### src/design/sps_pkg.sv
// package for the serial port parity and sampling block: register map,
// field positions, reset values, state encodings and sampling constants.
// assumes a 32-bit classic wishbone register bus and one system clock.
package sps_pkg;

   // ------------------------------------------------------------------
   // register byte offsets
   // ------------------------------------------------------------------
   localparam logic [7:0] OFS_CTRL = 8'h00; // serial_control_one
   localparam logic [7:0] OFS_STAT = 8'h04; // serial_status
   localparam logic [7:0] OFS_DATA = 8'h08;
   localparam logic [7:0] OFS_BAUD = 8'h0C;
   localparam logic [7:0] OFS_RX_EXT = 8'h10; // rx_ext_baud_divider
   localparam logic [7:0] OFS_TX_EXT = 8'h14; // tx_ext_baud_divider

   // ------------------------------------------------------------------
   // control and baud fields
   // ------------------------------------------------------------------
   localparam int CTRL_PAR_EN = 0;
   localparam int CTRL_PAR_SEL = 1;
   localparam int CTRL_WLEN = 2;
   localparam int CTRL_TX_EN = 3;
   localparam int CTRL_RX_EN = 4;
   localparam int CTRL_WAKE = 5;
   localparam int CTRL_IEN_LO = 8;
   localparam int BAUD_TX_LO = 8;
   localparam int BAUD_RX_LO = 16;

   // ------------------------------------------------------------------
   // status flags: 0 tx empty, 1 tx complete, 2 rx full, 3 overrun,
   // 4 idle line, 5 parity error, 6 noise
   // ------------------------------------------------------------------
   localparam int FLG_TX_EMPTY = 0;
   localparam int FLG_TX_CMPL = 1;
   localparam int FLG_RX_FULL = 2;
   localparam int FLG_OVERRUN = 3;
   localparam int FLG_IDLE = 4;
   localparam int FLG_PERR = 5;
   localparam int FLG_NOISE = 6;
   localparam logic [6:0] FLG_RESET = 7'h03;
   localparam logic [7:0] DIV_RESET = 8'h01;
   localparam logic [7:0] EXT_RESET = 8'h00;

   // ------------------------------------------------------------------
   // sampling
   // ------------------------------------------------------------------
   localparam logic [3:0] SMP_FIRST = 4'h8;
   localparam logic [3:0] SMP_SECOND = 4'h9;
   localparam logic [3:0] SMP_THIRD = 4'hA;
   localparam int SMP_PER_BIT_LOG2 = 4;

   typedef enum logic [1:0] {SPS_TX_IDLE = 2'b01, SPS_TX_SEND = 2'b10} sps_tx_state_t;
   typedef enum logic [1:0] {SPS_RX_IDLE = 2'b01, SPS_RX_RECV = 2'b10} sps_rx_state_t;

endpackage

### src/design/sps_serial_port.sv
// serial port core: frame format, parity, 16x oversampling with noise
// check, extended baud dividers, shared interrupt and low power gating.
// assumes a classic wishbone master and an asynchronous rxd line.
//
// Summary of operation
// - parity enable adds parity on transmit and checks it on receive.
// - word length alone chooses 8 or 9 payload bits.
// - parity select clear gives even ones over low data bits plus parity.
// - parity select set gives odd ones over low data bits plus parity.
// - with parity on, the top payload bit is sent as parity.
// - bad received parity sets parity error flag, interrupts when enabled.
// - address mark wake uses the top data bit, never the parity bit.
// - each bit sampled sixteen times; majority of samples 8, 9, 10.
// - disagreeing centre samples still give majority but set noise flag.
// - oversampling counter restarts on every detected start bit.
// - line sampled once per sampling tick, aligned only by start bit.
// - wait mode leaves serial work running; enabled events wake device.
// - halt freezes transfers and all register contents.
// - all serial events except noise merge onto one interrupt line.
// - an event interrupts only when enabled and cpu mask clear.
// - six flagged events each with its own enable bit.
// - every event except noise may end wait mode, none may end halt.
// - receive extension divider divides further by 1..255, zero bypasses.
// - transmit extension divider divides further by 1..255, zero bypasses.
//
// The Wishbone interface to the registers and the register offsets were chosen for this implementation.
`timescale 1ns/1ps

module sps_serial_port #(
   parameter int ADDR_W = 8
) (
   // clock and reset
   input wire logic sys_clk_in,
   input wire logic sys_rst_in,
   // wishbone slave
   input wire logic wb_cyc_in,
   input wire logic wb_stb_in,
   input wire logic wb_we_in,
   input wire logic [ADDR_W-1:0] wb_adr_in,
   input wire logic [3:0] wb_sel_in,
   input wire logic [31:0] wb_dat_in,
   output logic [31:0] wb_dat_out,
   output logic wb_ack_out,
   // serial line
   input wire logic rxd_in,
   output logic txd_out,
   // processor side
   input wire logic cpu_irq_mask_in,
   input wire logic wait_mode_in,
   input wire logic halt_mode_in,
   output logic irq_out,
   output logic wake_out
);

   // ------------------------------------------------------------------
   // elaboration check
   // ------------------------------------------------------------------
   if (ADDR_W < 5 || ADDR_W > 8) begin : g_bad_addr
      $error("sps_serial_port: ADDR_W must be 5 to 8");
   end

   typedef struct packed {
      logic ack;
      logic [31:0] rdat;
      logic [2:0] sync;
      logic line;
      logic [5:0] ctrl;
      logic [5:0] ien;
      logic [6:0] flg;
      logic [7:0] fst_div;
      logic [7:0] tx_div;
      logic [7:0] rx_div;
      logic [7:0] rx_ext;
      logic [7:0] tx_ext;
      logic [7:0] fst_cnt;
      logic [7:0] tx_cnt;
      logic [7:0] rx_cnt;
      logic [7:0] tx_ecnt;
      logic [7:0] rx_ecnt;
      logic [8:0] tx_buf;
      sps_pkg::sps_tx_state_t tx_st;
      logic [10:0] tx_sh;
      logic [3:0] tx_bits;
      logic [3:0] tx_sub;
      logic txd;
      sps_pkg::sps_rx_state_t rx_st;
      logic [3:0] rx_sub;
      logic [3:0] rx_bits;
      logic [8:0] rx_sh;
      logic [1:0] smp;
      logic [8:0] rx_data;
      logic idle_arm;
      logic [7:0] idle_cnt;
      logic irq;
      logic wake;
   } sps_state_t;

   sps_state_t st_q;
   sps_state_t st_d;
   logic fst_tick, tx_tick, rx_tick;
   logic tx_load, rx_eval, rx_done, rx_maj, rx_noisy, rx_bad_par;
   logic [8:0] rx_word;

   // ------------------------------------------------------------------
   // helpers
   // ------------------------------------------------------------------
   // divider end: a value of zero behaves like one
   function automatic logic div_end(input logic [7:0] cnt, input logic [7:0] div);
      div_end = (div == 8'h00) || (cnt >= div - 8'h01);
   endfunction

   // parity over the low 7 or 8 data bits, inverted for odd parity
   function automatic logic par_of(input logic [8:0] d, input logic wlen, input logic odd);
      logic [7:0] low;
      low = wlen ? d[7:0] : {1'b0, d[6:0]};
      par_of = (^low) ^ odd;
   endfunction

   // byte lane merge under wishbone select
   function automatic logic [31:0] wmerge(input logic [31:0] old, input logic [31:0] nw,
                                          input logic [3:0] sel);
      wmerge = old;
      for (int i = 0; i < 4; i++) begin
         if (sel[i]) begin
            wmerge[i*8 +: 8] = nw[i*8 +: 8];
         end
      end
   endfunction

   // ------------------------------------------------------------------
   // next state
   // ------------------------------------------------------------------
   always_comb begin
      sps_state_t n;
      logic [31:0] ctrl_w, baud_w;
      logic [3:0] nb, sub_n;
      logic [8:0] pay;
      logic nl, fall, msb, wl, par_on, po;
      n = st_q;
      ctrl_w = {18'h0_0000, st_q.ien, 2'b00, st_q.ctrl};
      baud_w = {8'h00, st_q.rx_div, st_q.tx_div, st_q.fst_div};
      tx_load = 1'b0;
      rx_eval = 1'b0;
      rx_done = 1'b0;
      rx_maj = 1'b0;
      rx_noisy = 1'b0;
      rx_bad_par = 1'b0;
      rx_word = 9'h000;
      pay = 9'h000;
      msb = 1'b0;
      sub_n = 4'h0;

      // bus slave: one wait state, ack drops after one cycle
      n.ack = wb_cyc_in & wb_stb_in & ~st_q.ack;
      if (n.ack) begin
         n.rdat = 32'h0000_0000; // unmapped reads as zero
         unique case (wb_adr_in)
            ADDR_W'(sps_pkg::OFS_CTRL): n.rdat = ctrl_w;
            ADDR_W'(sps_pkg::OFS_STAT): n.rdat = {25'h000_0000, st_q.flg};
            ADDR_W'(sps_pkg::OFS_DATA): n.rdat = {23'h00_0000, st_q.rx_data};
            ADDR_W'(sps_pkg::OFS_BAUD): n.rdat = baud_w;
            ADDR_W'(sps_pkg::OFS_RX_EXT): n.rdat = {24'h00_0000, st_q.rx_ext};
            ADDR_W'(sps_pkg::OFS_TX_EXT): n.rdat = {24'h00_0000, st_q.tx_ext};
            default: n.rdat = 32'h0000_0000;
         endcase
         if (wb_we_in) begin
            ctrl_w = wmerge(ctrl_w, wb_dat_in, wb_sel_in);
            baud_w = wmerge(baud_w, wb_dat_in, wb_sel_in);
            unique case (wb_adr_in)
               ADDR_W'(sps_pkg::OFS_CTRL): begin
                  n.ctrl = ctrl_w[5:0];
                  n.ien = ctrl_w[sps_pkg::CTRL_IEN_LO +: 6];
               end
               ADDR_W'(sps_pkg::OFS_STAT): begin
                  if (wb_sel_in[0]) begin
                     n.flg = st_q.flg & ~wb_dat_in[6:0]; // write one to clear
                  end
               end
               ADDR_W'(sps_pkg::OFS_DATA): begin
                  if (wb_sel_in[0]) begin
                     n.tx_buf[7:0] = wb_dat_in[7:0];
                  end
                  if (wb_sel_in[1]) begin
                     n.tx_buf[8] = wb_dat_in[8];
                  end
                  n.flg[sps_pkg::FLG_TX_EMPTY] = 1'b0;
                  n.flg[sps_pkg::FLG_TX_CMPL] = 1'b0;
               end
               ADDR_W'(sps_pkg::OFS_BAUD): begin
                  n.fst_div = baud_w[7:0];
                  n.tx_div = baud_w[sps_pkg::BAUD_TX_LO +: 8];
                  n.rx_div = baud_w[sps_pkg::BAUD_RX_LO +: 8];
               end
               ADDR_W'(sps_pkg::OFS_RX_EXT): begin
                  if (wb_sel_in[0]) begin
                     n.rx_ext = wb_dat_in[7:0];
                  end
               end
               ADDR_W'(sps_pkg::OFS_TX_EXT): begin
                  if (wb_sel_in[0]) begin
                     n.tx_ext = wb_dat_in[7:0];
                  end
               end
               default: n.rdat = 32'h0000_0000;
            endcase
         end else if (wb_adr_in == ADDR_W'(sps_pkg::OFS_DATA)) begin
            n.flg[sps_pkg::FLG_RX_FULL] = 1'b0; // reading data frees the buffer
         end
      end
      wl = n.ctrl[sps_pkg::CTRL_WLEN];
      par_on = n.ctrl[sps_pkg::CTRL_PAR_EN];
      po = n.ctrl[sps_pkg::CTRL_PAR_SEL];
      nb = wl ? 4'd9 : 4'd8;

      // baud chain: common first divider, per direction second and extension
      fst_tick = div_end(st_q.fst_cnt, st_q.fst_div);
      n.fst_cnt = fst_tick ? 8'h00 : st_q.fst_cnt + 8'h01;
      tx_tick = fst_tick & div_end(st_q.tx_cnt, st_q.tx_div);
      rx_tick = fst_tick & div_end(st_q.rx_cnt, st_q.rx_div);
      if (fst_tick) begin
         n.tx_cnt = div_end(st_q.tx_cnt, st_q.tx_div) ? 8'h00 : st_q.tx_cnt + 8'h01;
         n.rx_cnt = div_end(st_q.rx_cnt, st_q.rx_div) ? 8'h00 : st_q.rx_cnt + 8'h01;
      end
      if (st_q.tx_ext == 8'h00) begin
         n.tx_ecnt = 8'h00;
      end else if (tx_tick) begin
         n.tx_ecnt = div_end(st_q.tx_ecnt, st_q.tx_ext) ? 8'h00 : st_q.tx_ecnt + 8'h01;
      end
      tx_tick = tx_tick & div_end(st_q.tx_ecnt, st_q.tx_ext);
      if (st_q.rx_ext == 8'h00) begin
         n.rx_ecnt = 8'h00;
      end else if (rx_tick) begin
         n.rx_ecnt = div_end(st_q.rx_ecnt, st_q.rx_ext) ? 8'h00 : st_q.rx_ecnt + 8'h01;
      end
      rx_tick = rx_tick & div_end(st_q.rx_ecnt, st_q.rx_ext);

      // transmitter
      unique case (st_q.tx_st)
         sps_pkg::SPS_TX_IDLE: begin
            if (n.ctrl[sps_pkg::CTRL_TX_EN] && !n.flg[sps_pkg::FLG_TX_EMPTY]) begin
               tx_load = 1'b1;
               pay = wl ? n.tx_buf : {1'b1, n.tx_buf[7:0]};
               if (par_on) begin
                  pay[nb-4'd1] = par_of(n.tx_buf, wl, po);
               end
               n.tx_sh = {1'b1, pay, 1'b0};
               n.tx_bits = nb + 4'd2;
               n.tx_sub = 4'h0;
               n.flg[sps_pkg::FLG_TX_EMPTY] = 1'b1;
               n.tx_st = sps_pkg::SPS_TX_SEND;
            end
         end
         sps_pkg::SPS_TX_SEND: begin
            if (tx_tick) begin
               n.tx_sub = st_q.tx_sub + 4'h1;
               if (st_q.tx_sub == 4'hF) begin
                  n.tx_sh = {1'b1, st_q.tx_sh[10:1]}; // lsb first
                  n.tx_bits = st_q.tx_bits - 4'd1;
                  if (st_q.tx_bits == 4'd1) begin
                     n.tx_st = sps_pkg::SPS_TX_IDLE;
                     if (n.flg[sps_pkg::FLG_TX_EMPTY]) begin
                        n.flg[sps_pkg::FLG_TX_CMPL] = 1'b1;
                     end
                  end
               end
            end
         end
         default: n.tx_st = sps_pkg::SPS_TX_IDLE;
      endcase
      n.txd = (n.tx_st == sps_pkg::SPS_TX_SEND) ? n.tx_sh[0] : 1'b1;

      // line synchroniser: a change counts once stages two and three agree
      n.sync = {st_q.sync[1:0], rxd_in};
      nl = (st_q.sync[1] == st_q.sync[2]) ? st_q.sync[2] : st_q.line;
      n.line = nl;
      fall = st_q.line & ~nl;

      // receiver
      unique case (st_q.rx_st)
         sps_pkg::SPS_RX_IDLE: begin
            if (n.ctrl[sps_pkg::CTRL_RX_EN] && fall) begin
               n.rx_st = sps_pkg::SPS_RX_RECV;
               n.rx_sub = 4'h0;
               n.rx_bits = 4'd0;
               n.idle_cnt = 8'h00;
            end else if (rx_tick && st_q.idle_arm) begin
               n.idle_cnt = nl ? st_q.idle_cnt + 8'h01 : 8'h00;
               if (nl && st_q.idle_cnt == {nb + 4'd2, 4'h0} - 8'h01) begin
                  n.flg[sps_pkg::FLG_IDLE] = 1'b1;
                  n.idle_arm = 1'b0;
               end
            end
         end
         sps_pkg::SPS_RX_RECV: begin
            if (rx_tick) begin
               sub_n = st_q.rx_sub + 4'h1;
               n.rx_sub = sub_n;
               // one capture per sampling tick, no other alignment
               if (sub_n == sps_pkg::SMP_FIRST) begin
                  n.smp[0] = nl;
               end
               if (sub_n == sps_pkg::SMP_SECOND) begin
                  n.smp[1] = nl;
               end
               if (sub_n == sps_pkg::SMP_THIRD) begin
                  rx_eval = 1'b1;
                  rx_maj = (st_q.smp[0] & st_q.smp[1]) | (st_q.smp[0] & nl)
                     | (st_q.smp[1] & nl);
                  rx_noisy = !(st_q.smp[0] == st_q.smp[1] && st_q.smp[1] == nl);
                  if (rx_noisy) begin
                     n.flg[sps_pkg::FLG_NOISE] = 1'b1;
                  end
                  n.rx_bits = st_q.rx_bits + 4'd1;
                  if (st_q.rx_bits == 4'd0 && rx_maj) begin
                     n.rx_st = sps_pkg::SPS_RX_IDLE; // false start
                  end else if (st_q.rx_bits != 4'd0 && st_q.rx_bits <= nb) begin
                     n.rx_sh = {rx_maj, st_q.rx_sh[8:1]};
                  end else if (st_q.rx_bits > nb) begin
                     rx_done = 1'b1;
                  end
               end
            end
         end
         default: n.rx_st = sps_pkg::SPS_RX_IDLE;
      endcase
      if (rx_done) begin
         n.rx_st = sps_pkg::SPS_RX_IDLE;
         n.idle_arm = 1'b1;
         rx_word = wl ? st_q.rx_sh : {1'b0, st_q.rx_sh[8:1]};
         rx_bad_par = par_on & ((^rx_word) ^ po);
         if (rx_bad_par) begin
            n.flg[sps_pkg::FLG_PERR] = 1'b1;
         end
         // address mark: top data bit below the parity bit when parity is on
         msb = par_on ? rx_word[nb-4'd2] : rx_word[nb-4'd1];
         if (n.ctrl[sps_pkg::CTRL_WAKE] && msb) begin
            n.ctrl[sps_pkg::CTRL_WAKE] = 1'b0;
         end
         if (!n.ctrl[sps_pkg::CTRL_WAKE]) begin
            if (n.flg[sps_pkg::FLG_RX_FULL]) begin
               n.flg[sps_pkg::FLG_OVERRUN] = 1'b1;
            end else begin
               n.rx_data = rx_word;
               n.flg[sps_pkg::FLG_RX_FULL] = 1'b1;
            end
         end
      end

      // one shared request line, gated by the cpu mask
      n.irq = (|(n.flg[5:0] & n.ien)) & ~cpu_irq_mask_in;

      // halt freezes everything but the wake output, including the bus answer
      if (halt_mode_in) begin
         n = st_q;
      end
      // wait mode changes nothing; enabled events wake, never out of halt
      n.wake = ~halt_mode_in & wait_mode_in & (|(n.flg[5:0] & n.ien));

      if (sys_rst_in) begin
         n = '0;
         n.sync = 3'b111;
         n.line = 1'b1;
         n.flg = sps_pkg::FLG_RESET;
         n.fst_div = sps_pkg::DIV_RESET;
         n.tx_div = sps_pkg::DIV_RESET;
         n.rx_div = sps_pkg::DIV_RESET;
         n.rx_ext = sps_pkg::EXT_RESET;
         n.tx_ext = sps_pkg::EXT_RESET;
         n.txd = 1'b1;
         n.tx_st = sps_pkg::SPS_TX_IDLE;
         n.rx_st = sps_pkg::SPS_RX_IDLE;
      end
      st_d = n;
   end

   // state register
   always_ff @(posedge sys_clk_in) begin
      st_q <= st_d;
   end

   // outputs straight from flops
   assign wb_dat_out = st_q.rdat;
   assign wb_ack_out = st_q.ack;
   assign txd_out = st_q.txd;
   assign irq_out = st_q.irq;
   assign wake_out = st_q.wake;
endmodule // sps_serial_port

### config.mk
export PLATFORM = sky130hd
export DESIGN_NAME = sps_serial_port
export DESIGN_NICKNAME = d
export VERILOG_FILES = /design/src/design/sps_pkg.sv /design/src/design/sps_serial_port.sv
export SDC_FILE = /design/constraint.sdc
export NUM_CORES = 1
export LEC_CHECK = 0
export ABC_CLOCK_PERIOD_IN_PS = 4700
export BUFFER_PORTS_ARGS = -buffer_cell sky130_fd_sc_hd__buf_2
export CORE_MARGIN = 4
export CORE_UTILIZATION = 43
export CTS_CLUSTER_SIZE = 28
export DETAILED_ROUTE_END_ITERATION = 10
export SLEW_MARGIN = 5
export SYNTH_ARGS = -nofsm -noshare
export SYNTH_HDL_FRONTEND = slang
export SYNTH_SLANG_ARGS = --single-unit
### constraint.sdc
create_clock -name sys_clk_in -period 4.7 [get_ports sys_clk_in]
set_input_delay 0.235 -clock sys_clk_in [delete_from_list [all_inputs] [get_ports sys_clk_in]]
set_output_delay 0.235 -clock sys_clk_in [all_outputs]
set_load 0.01 [all_outputs]
==> After elaboration in Yosys (flattened, before gate mapping) <==
Index checks and enable logic that the tools add are counted.
W data, S select, Z words.
{ "word_totals": {"reg_bits": 208, "latchBits": 0, "ram_bits": 0, "rom_bits": 0, "input_bits": 53, "output_inout_bits": 36, "wordCells": 290, "n_memories": 0} }
{ "classes": {"n_addsub": 19, "mul": 0, "div": 0, "n_lt_le_gt_ge": 10, "eq_ne": 30, "n_shift": 0, "n_mux": 110, "bitwise": 29, "reduce_logical": 56} }
{ "op_table": {"columns": ["cell", "count"], "rows": [
  ["$mux W165", 1],
  ["$mux W8", 20],
  ["$pmux W24 S6", 1],
  ["$mux W9", 12],
  ["$mux W32", 2],
  ["$mux W21", 3],
  ["$mux W59", 1],
  ["$add A8 B1 Y8 const B", 6],
  ["$logic_not A8 Y1", 6],
  ["$sub A8 B1 Y8 const B", 6],
  ["$reduce_and A5 Y1", 9],
  ["$mux W42", 1],
  ["$mux W1", 41],
  ["$ge A8 B8 Y1", 5],
  ["$pmux W19 S2", 1],
  ["$mux W16", 2],
  ["$mux W24", 1],
  ["$mux W10", 2],
  ["$reduce_and A4 Y1", 5],
  ["$reduce_or A6 Y1", 3],
  ["$mux W17", 1],
  ["$eq A4 B4 Y1 const B", 4],
  ["$eq A8 B4 Y1 const B", 2],
  ["$eq A8 B5 Y1 const B", 2],
  ["46 further kinds", 117]
]} }

==> Depth between registers and ports, before layout <==
{ "depth": {"ltp_word": 24, "depth_mapped": 15, "mapped_depth_nobuf": 14} }

==> Least setup slack after synthesis <==
Ideal clock, no wire load.
{ "synth_timing": {"path_kind": "in2reg", "startpoint": "input wb_adr_in[2]", "endpoint": "register st_q[30] (netlist name)", "setup_ps": 65, "arrival_ps": 3810, "t_required_ps": 4635, "setup_slack_ps": 824, "stages": 15, "n_path_buf": 4, "cell_sequence": "buf_2 or4_4 or4_4 buf_6 mux2i_1 inv_2 buf_2 ha_1 nor2_1 o31ai_1 and3_1 nand3_1 clkbuf_1 mux2_2 nor2_1"} }
{ "synth_via": {"elab_chain_cells": 8} }
{ "synth_lines": {"columns": ["element", "line", "text"], "rows": [
  ["from (decl)", "sps_serial_port.sv:39", "input wire logic [ADDR_W-1:0] wb_adr_in,"],
  ["$logic_not A8 Y1", "sps_serial_port.sv:169", "unique case (wb_adr_in)"],
  ["$mux W12", "sps_serial_port.sv:169", null],
  ["$mux W16", "sps_serial_port.sv:166", "if (wb_we_in) begin"],
  ["$mux W59", "sps_serial_port.sv:155", "if (n.ack) begin"],
  ["$mux W1", "sps_serial_port.sv:213", "nb = wl ? 4'd9 : 4'd8;"],
  ["$le A4 B4 Y1", "sps_serial_port.sv:316", "end else if (st_q.rx_bits != 4'd0 && st_q.rx_bits <= nb) begin"],
  ["$logic_and A1 B1 Y1", "sps_serial_port.sv:316", null],
  ["$reduce_and A6 Y1 (no line)", null, null],
  ["to (signal assigned)", "sps_serial_port.sv:378", "st_q <= st_d;"],
  ["to (decl)", "sps_serial_port.sv:98", "sps_state_t st_q;"]
]} }
Every way passes these cells.
A chain may end at the register's enable or synchronous reset.

==> Worst setup path in the final report <==
{ "layout_timing": {"startpoint": "register st_q[136] (netlist name)", "endpoint": "register st_q (netlist bit txd_out)"} }
{ "layout_via": {"elab_chain_cells": 9, "word_cells_on_any_way": 11, "cone_classes": "add/sub: 1; order compare: 1; eq/ne: 1; mux: 4; bitwise: 2; reduce/logical: 2"} }
{ "layout_lines": {"columns": ["element", "line", "text"], "rows": [
  ["$sub A8 B1 Y8", "sps_serial_port.sv:109", "div_end = (div == 8'h00) || (cnt >= div - 8'h01);"],
  ["$ge A8 B8 Y1", "sps_serial_port.sv:109", null],
  ["$logic_or A1 B1 Y1 *", "sps_serial_port.sv:109", null],
  ["$and A1 B1 Y1 *", "sps_serial_port.sv:218", "tx_tick = fst_tick & div_end(st_q.tx_cnt, st_q.tx_div);"],
  ["$and A1 B1 Y1 *", "sps_serial_port.sv:229", "tx_tick = tx_tick & div_end(st_q.tx_ecnt, st_q.tx_ext);"],
  ["$mux W21 *", "sps_serial_port.sv:254", "if (tx_tick) begin"],
  ["$pmux W2 S2", "sps_serial_port.sv:238", "unique case (st_q.tx_st)"],
  ["$eq A2 B2 Y1", "sps_serial_port.sv:270", "n.txd = (n.tx_st == sps_pkg::SPS_TX_SEND) ? n.tx_sh[0] : 1'b1;"],
  ["$mux W1 *", "sps_serial_port.sv:270", null]
]} }
Mark *: on every way between the ends. The rest lies on a longest branch, timed or not. The select of a mux whose other input is x is not followed.

==> results.cfg <==
[run_status]
status = complete, no violations

[timing]
rsz0062_at_grt = false
fin_crit_ps = 4088
drv_slew = 0
worst_pin_slew_ps = 925.5
maxSlewHeadroom = 0.3808
final-setup-viol-count = 0
hold_viol = 0
skew_ps = 10.63
max_freq_ghz = 0.2446
fin_crit_sh = 0.8697
fin_tns_setup_ps = 0

[synthesis]
synthArstFlopShare = 0
syn_area_mm2 = 0.01141
synth_cell_types = 85
synth_edf_count = 0
synthCells = 1335
synth-seq-cells = 200
yosysSeqAreaShare = 0.3508
yosys_warnings = 0
avgSynthCellArea_um2 = 8.549
synth_top_flop_cell = dfxtp_1

[clocking]
ctsHoldBuffers = 2
cts_resized = 0
cts.sinks = 200
cts_buffer_depth = 2
clkTransAtPathRegs_ps = 80
clock_latency_ps = 450
clock-root-buffer = clkbuf_16
numCtsBuffers = 17
cts_tree = built
post_cts_buffers = 0
cts_max_level = 4

[worst_setup_path]
critPathRequiredTime_ps = 5050
startpoint_type = flop
crit_top_cell = ha_1
critPathSlowestCell = a221oi_1
endpoint_kind = flop
critical_path_arrival_ps = 4430
crit_path_max_fanout = 9
path_class = flop to flop
critical_path.cell_chain = inv_1, ha_1, or3b_2, nor3_1, xnor2_1, ha_1, a21oi_1, nand2_1, a221oi_1, a2bb2oi_2, nand3_1, nor2_1, a221o_1, a211o_1
max_stage_delay_ps = 590

[power_and_ir_drop]
ir_worst_vdd_v = 0.0001587
p_leak_nw = 5.145
power_density_mw_per_mm2 = 272.7
power_mw = 3.413

[global_route]
grt_start_max_net_pins = 57
grt_pass1_vias = 9062
antenna_found_initial = 0
overflow = 0
track_usage = 0.2112
grt_pass1_wl_mm = 49.16

[floorplan]
dieArea_mm2 = 0.02921
core-area_mm2 = 0.02606
start_util = 0.4380
io_pins = 89
dieWidth_um = 170.9
die_h_um = 170.9
num_rows = 59

[detailed_routing]
wire_per_inst_um = 18.03
drc = 0
dr.pass1.iters = 8
via_per_inst = 5.612
wl_mm = 30.87
dr.first_iter.drc_count = 869
vias = 9607
drtAntennaViolNets = 0

[place]
port_buffers = 71
hpwlAfterDp_mm = 22.59
place_area_mm2 = 0.01191
place_congestion = 0.9472

[finish]
synthToLayoutAreaGrowth_pct = 9.647
final_layout_size_suffix_gt1_frac = 0.1191
final_area_mm2 = 0.01251
fin_nets = 1482
final_common_cell = dfxtp_1
layout.cells.most_common_list = dfxtp_1, nor2_1, nand2_1
fillers = 2525
antenna_cells = 0
fin_util = 0.4802

[hold_path]
hold_class = input pin to flop

[job]
cap_violations = 0
[worst max-delay path, delay by kind of cell (launching register included)]
| family | cells | cell delay, ps |
|---|---|---|
| flops | 1 | 340 |
| simple gates | 5 | 1300 |
| xor+xnor | 1 | 180 |
| compound gates | 5 | 1650 |
| fa+ha+maj | 2 | 450 |
| buf+inv | 1 | 80 |
[metal layers]
metal,up-vias,global-route usage,share of wire
met5,-,0,0
met4,0,0.05822,0.018
met3,37,0.03928,0.062
met2,281,0.3105,0.42
met1,4524,0.3163,0.50
li1,4765,-,-
[where the power goes]
group          internal [mW]  total (mW)  switching (mW)
sequential              1.70        1.71         0.00914
combinational         0.0628       0.205           0.142
clock                  0.757        1.50           0.738
total                   2.52        3.41           0.889
[stage by stage]
| step | cells | hold slack [ps] | worst slack (ps) |
|---|---|---|---|
| floorplan | 1342 | 360.1 | 824.5 |
| global placement | 1678 | 439.3 | 654.2 |
| detailed placement | 1678 | 443.7 | 630.5 |
| CTS | 1712 | 9.652 | 592.5 |
| global route | 1712 | 14.34 | 164.0 |
| finish | 1712 | 17.53 | 612.3 |
[final timing paths]
kind                            slack (ps)             end  depth (start not counted)           start
worst min register to register         450  wb_dat_out[19]                          2  wb_dat_out[19]
worst max register to register         610         txd_out                         14       st_q[136]
worst min-delay path                    20       st_q[130]                          3   wb_dat_in[18]
worst max-delay path                   610         txd_out                         14       st_q[136]
[cells by family (layout without fill, tap and decap cells)]
family          after synthesis  after routing  synth area share
flops                       200            200            0.3508
simple gates                520            520            0.2183
compound gates              220            220            0.1300
other cells                   1              8         0.0003286
buf+inv                     131            166           0.05591
fa+ha+maj                    66             66           0.07213
mux                         104            104            0.1012
xor+xnor                     93             93           0.07137
[Yosys cell counts (7+ instances only)]
cell type,number,area (um2)
nor2b_1,8,50.05
nand4_1,28,175.2
nor3_1,40,200.2
o21ai_0,28,140.1
buf_4,34,255.2
nor4_1,16,100.1
inv_1,37,138.9
dfxtp_1,200,4004
mux2_2,11,123.9
xnor2_1,53,464.2
mux2i_1,85,850.8
a21oi_1,76,380.4
and3_1,10,62.56
o2bb2ai_1,12,105.1
ha_1,65,813.3
a21o_1,8,60.06
clkbuf_1,49,183.9
nand2b_1,13,81.33
xor2_1,40,350.3
a211oi_1,9,67.56
nor2_1,186,698.2
or3_1,7,43.79
a221oi_1,8,70.07
nand2_1,114,427.9
nand3_1,56,280.3
a22o_1,9,78.83
[area by class of cell]
cell class,count,area [um2],area share
Sequential cell,200,4004,0.3199
Timing Repair Buffer,96,550.5,0.04399
Clock buffer,18,429.2,0.03429
Inverter,38,142.6,0.01140
Tap cell,335,419.2,0.03349
Clock inverter,14,156.4,0.01250
Multi-Input combinational cell,1011,6813,0.5444
[flip-flops by register name, indices dropped and copies added, names as in the netlist]
register and flops:
st_q 172, irq_out 1, wb_ack_out 1, wb_dat_out 24
txd_out 1, wake_out 1
Note: power is estimated with default switching activity, not from simulation.
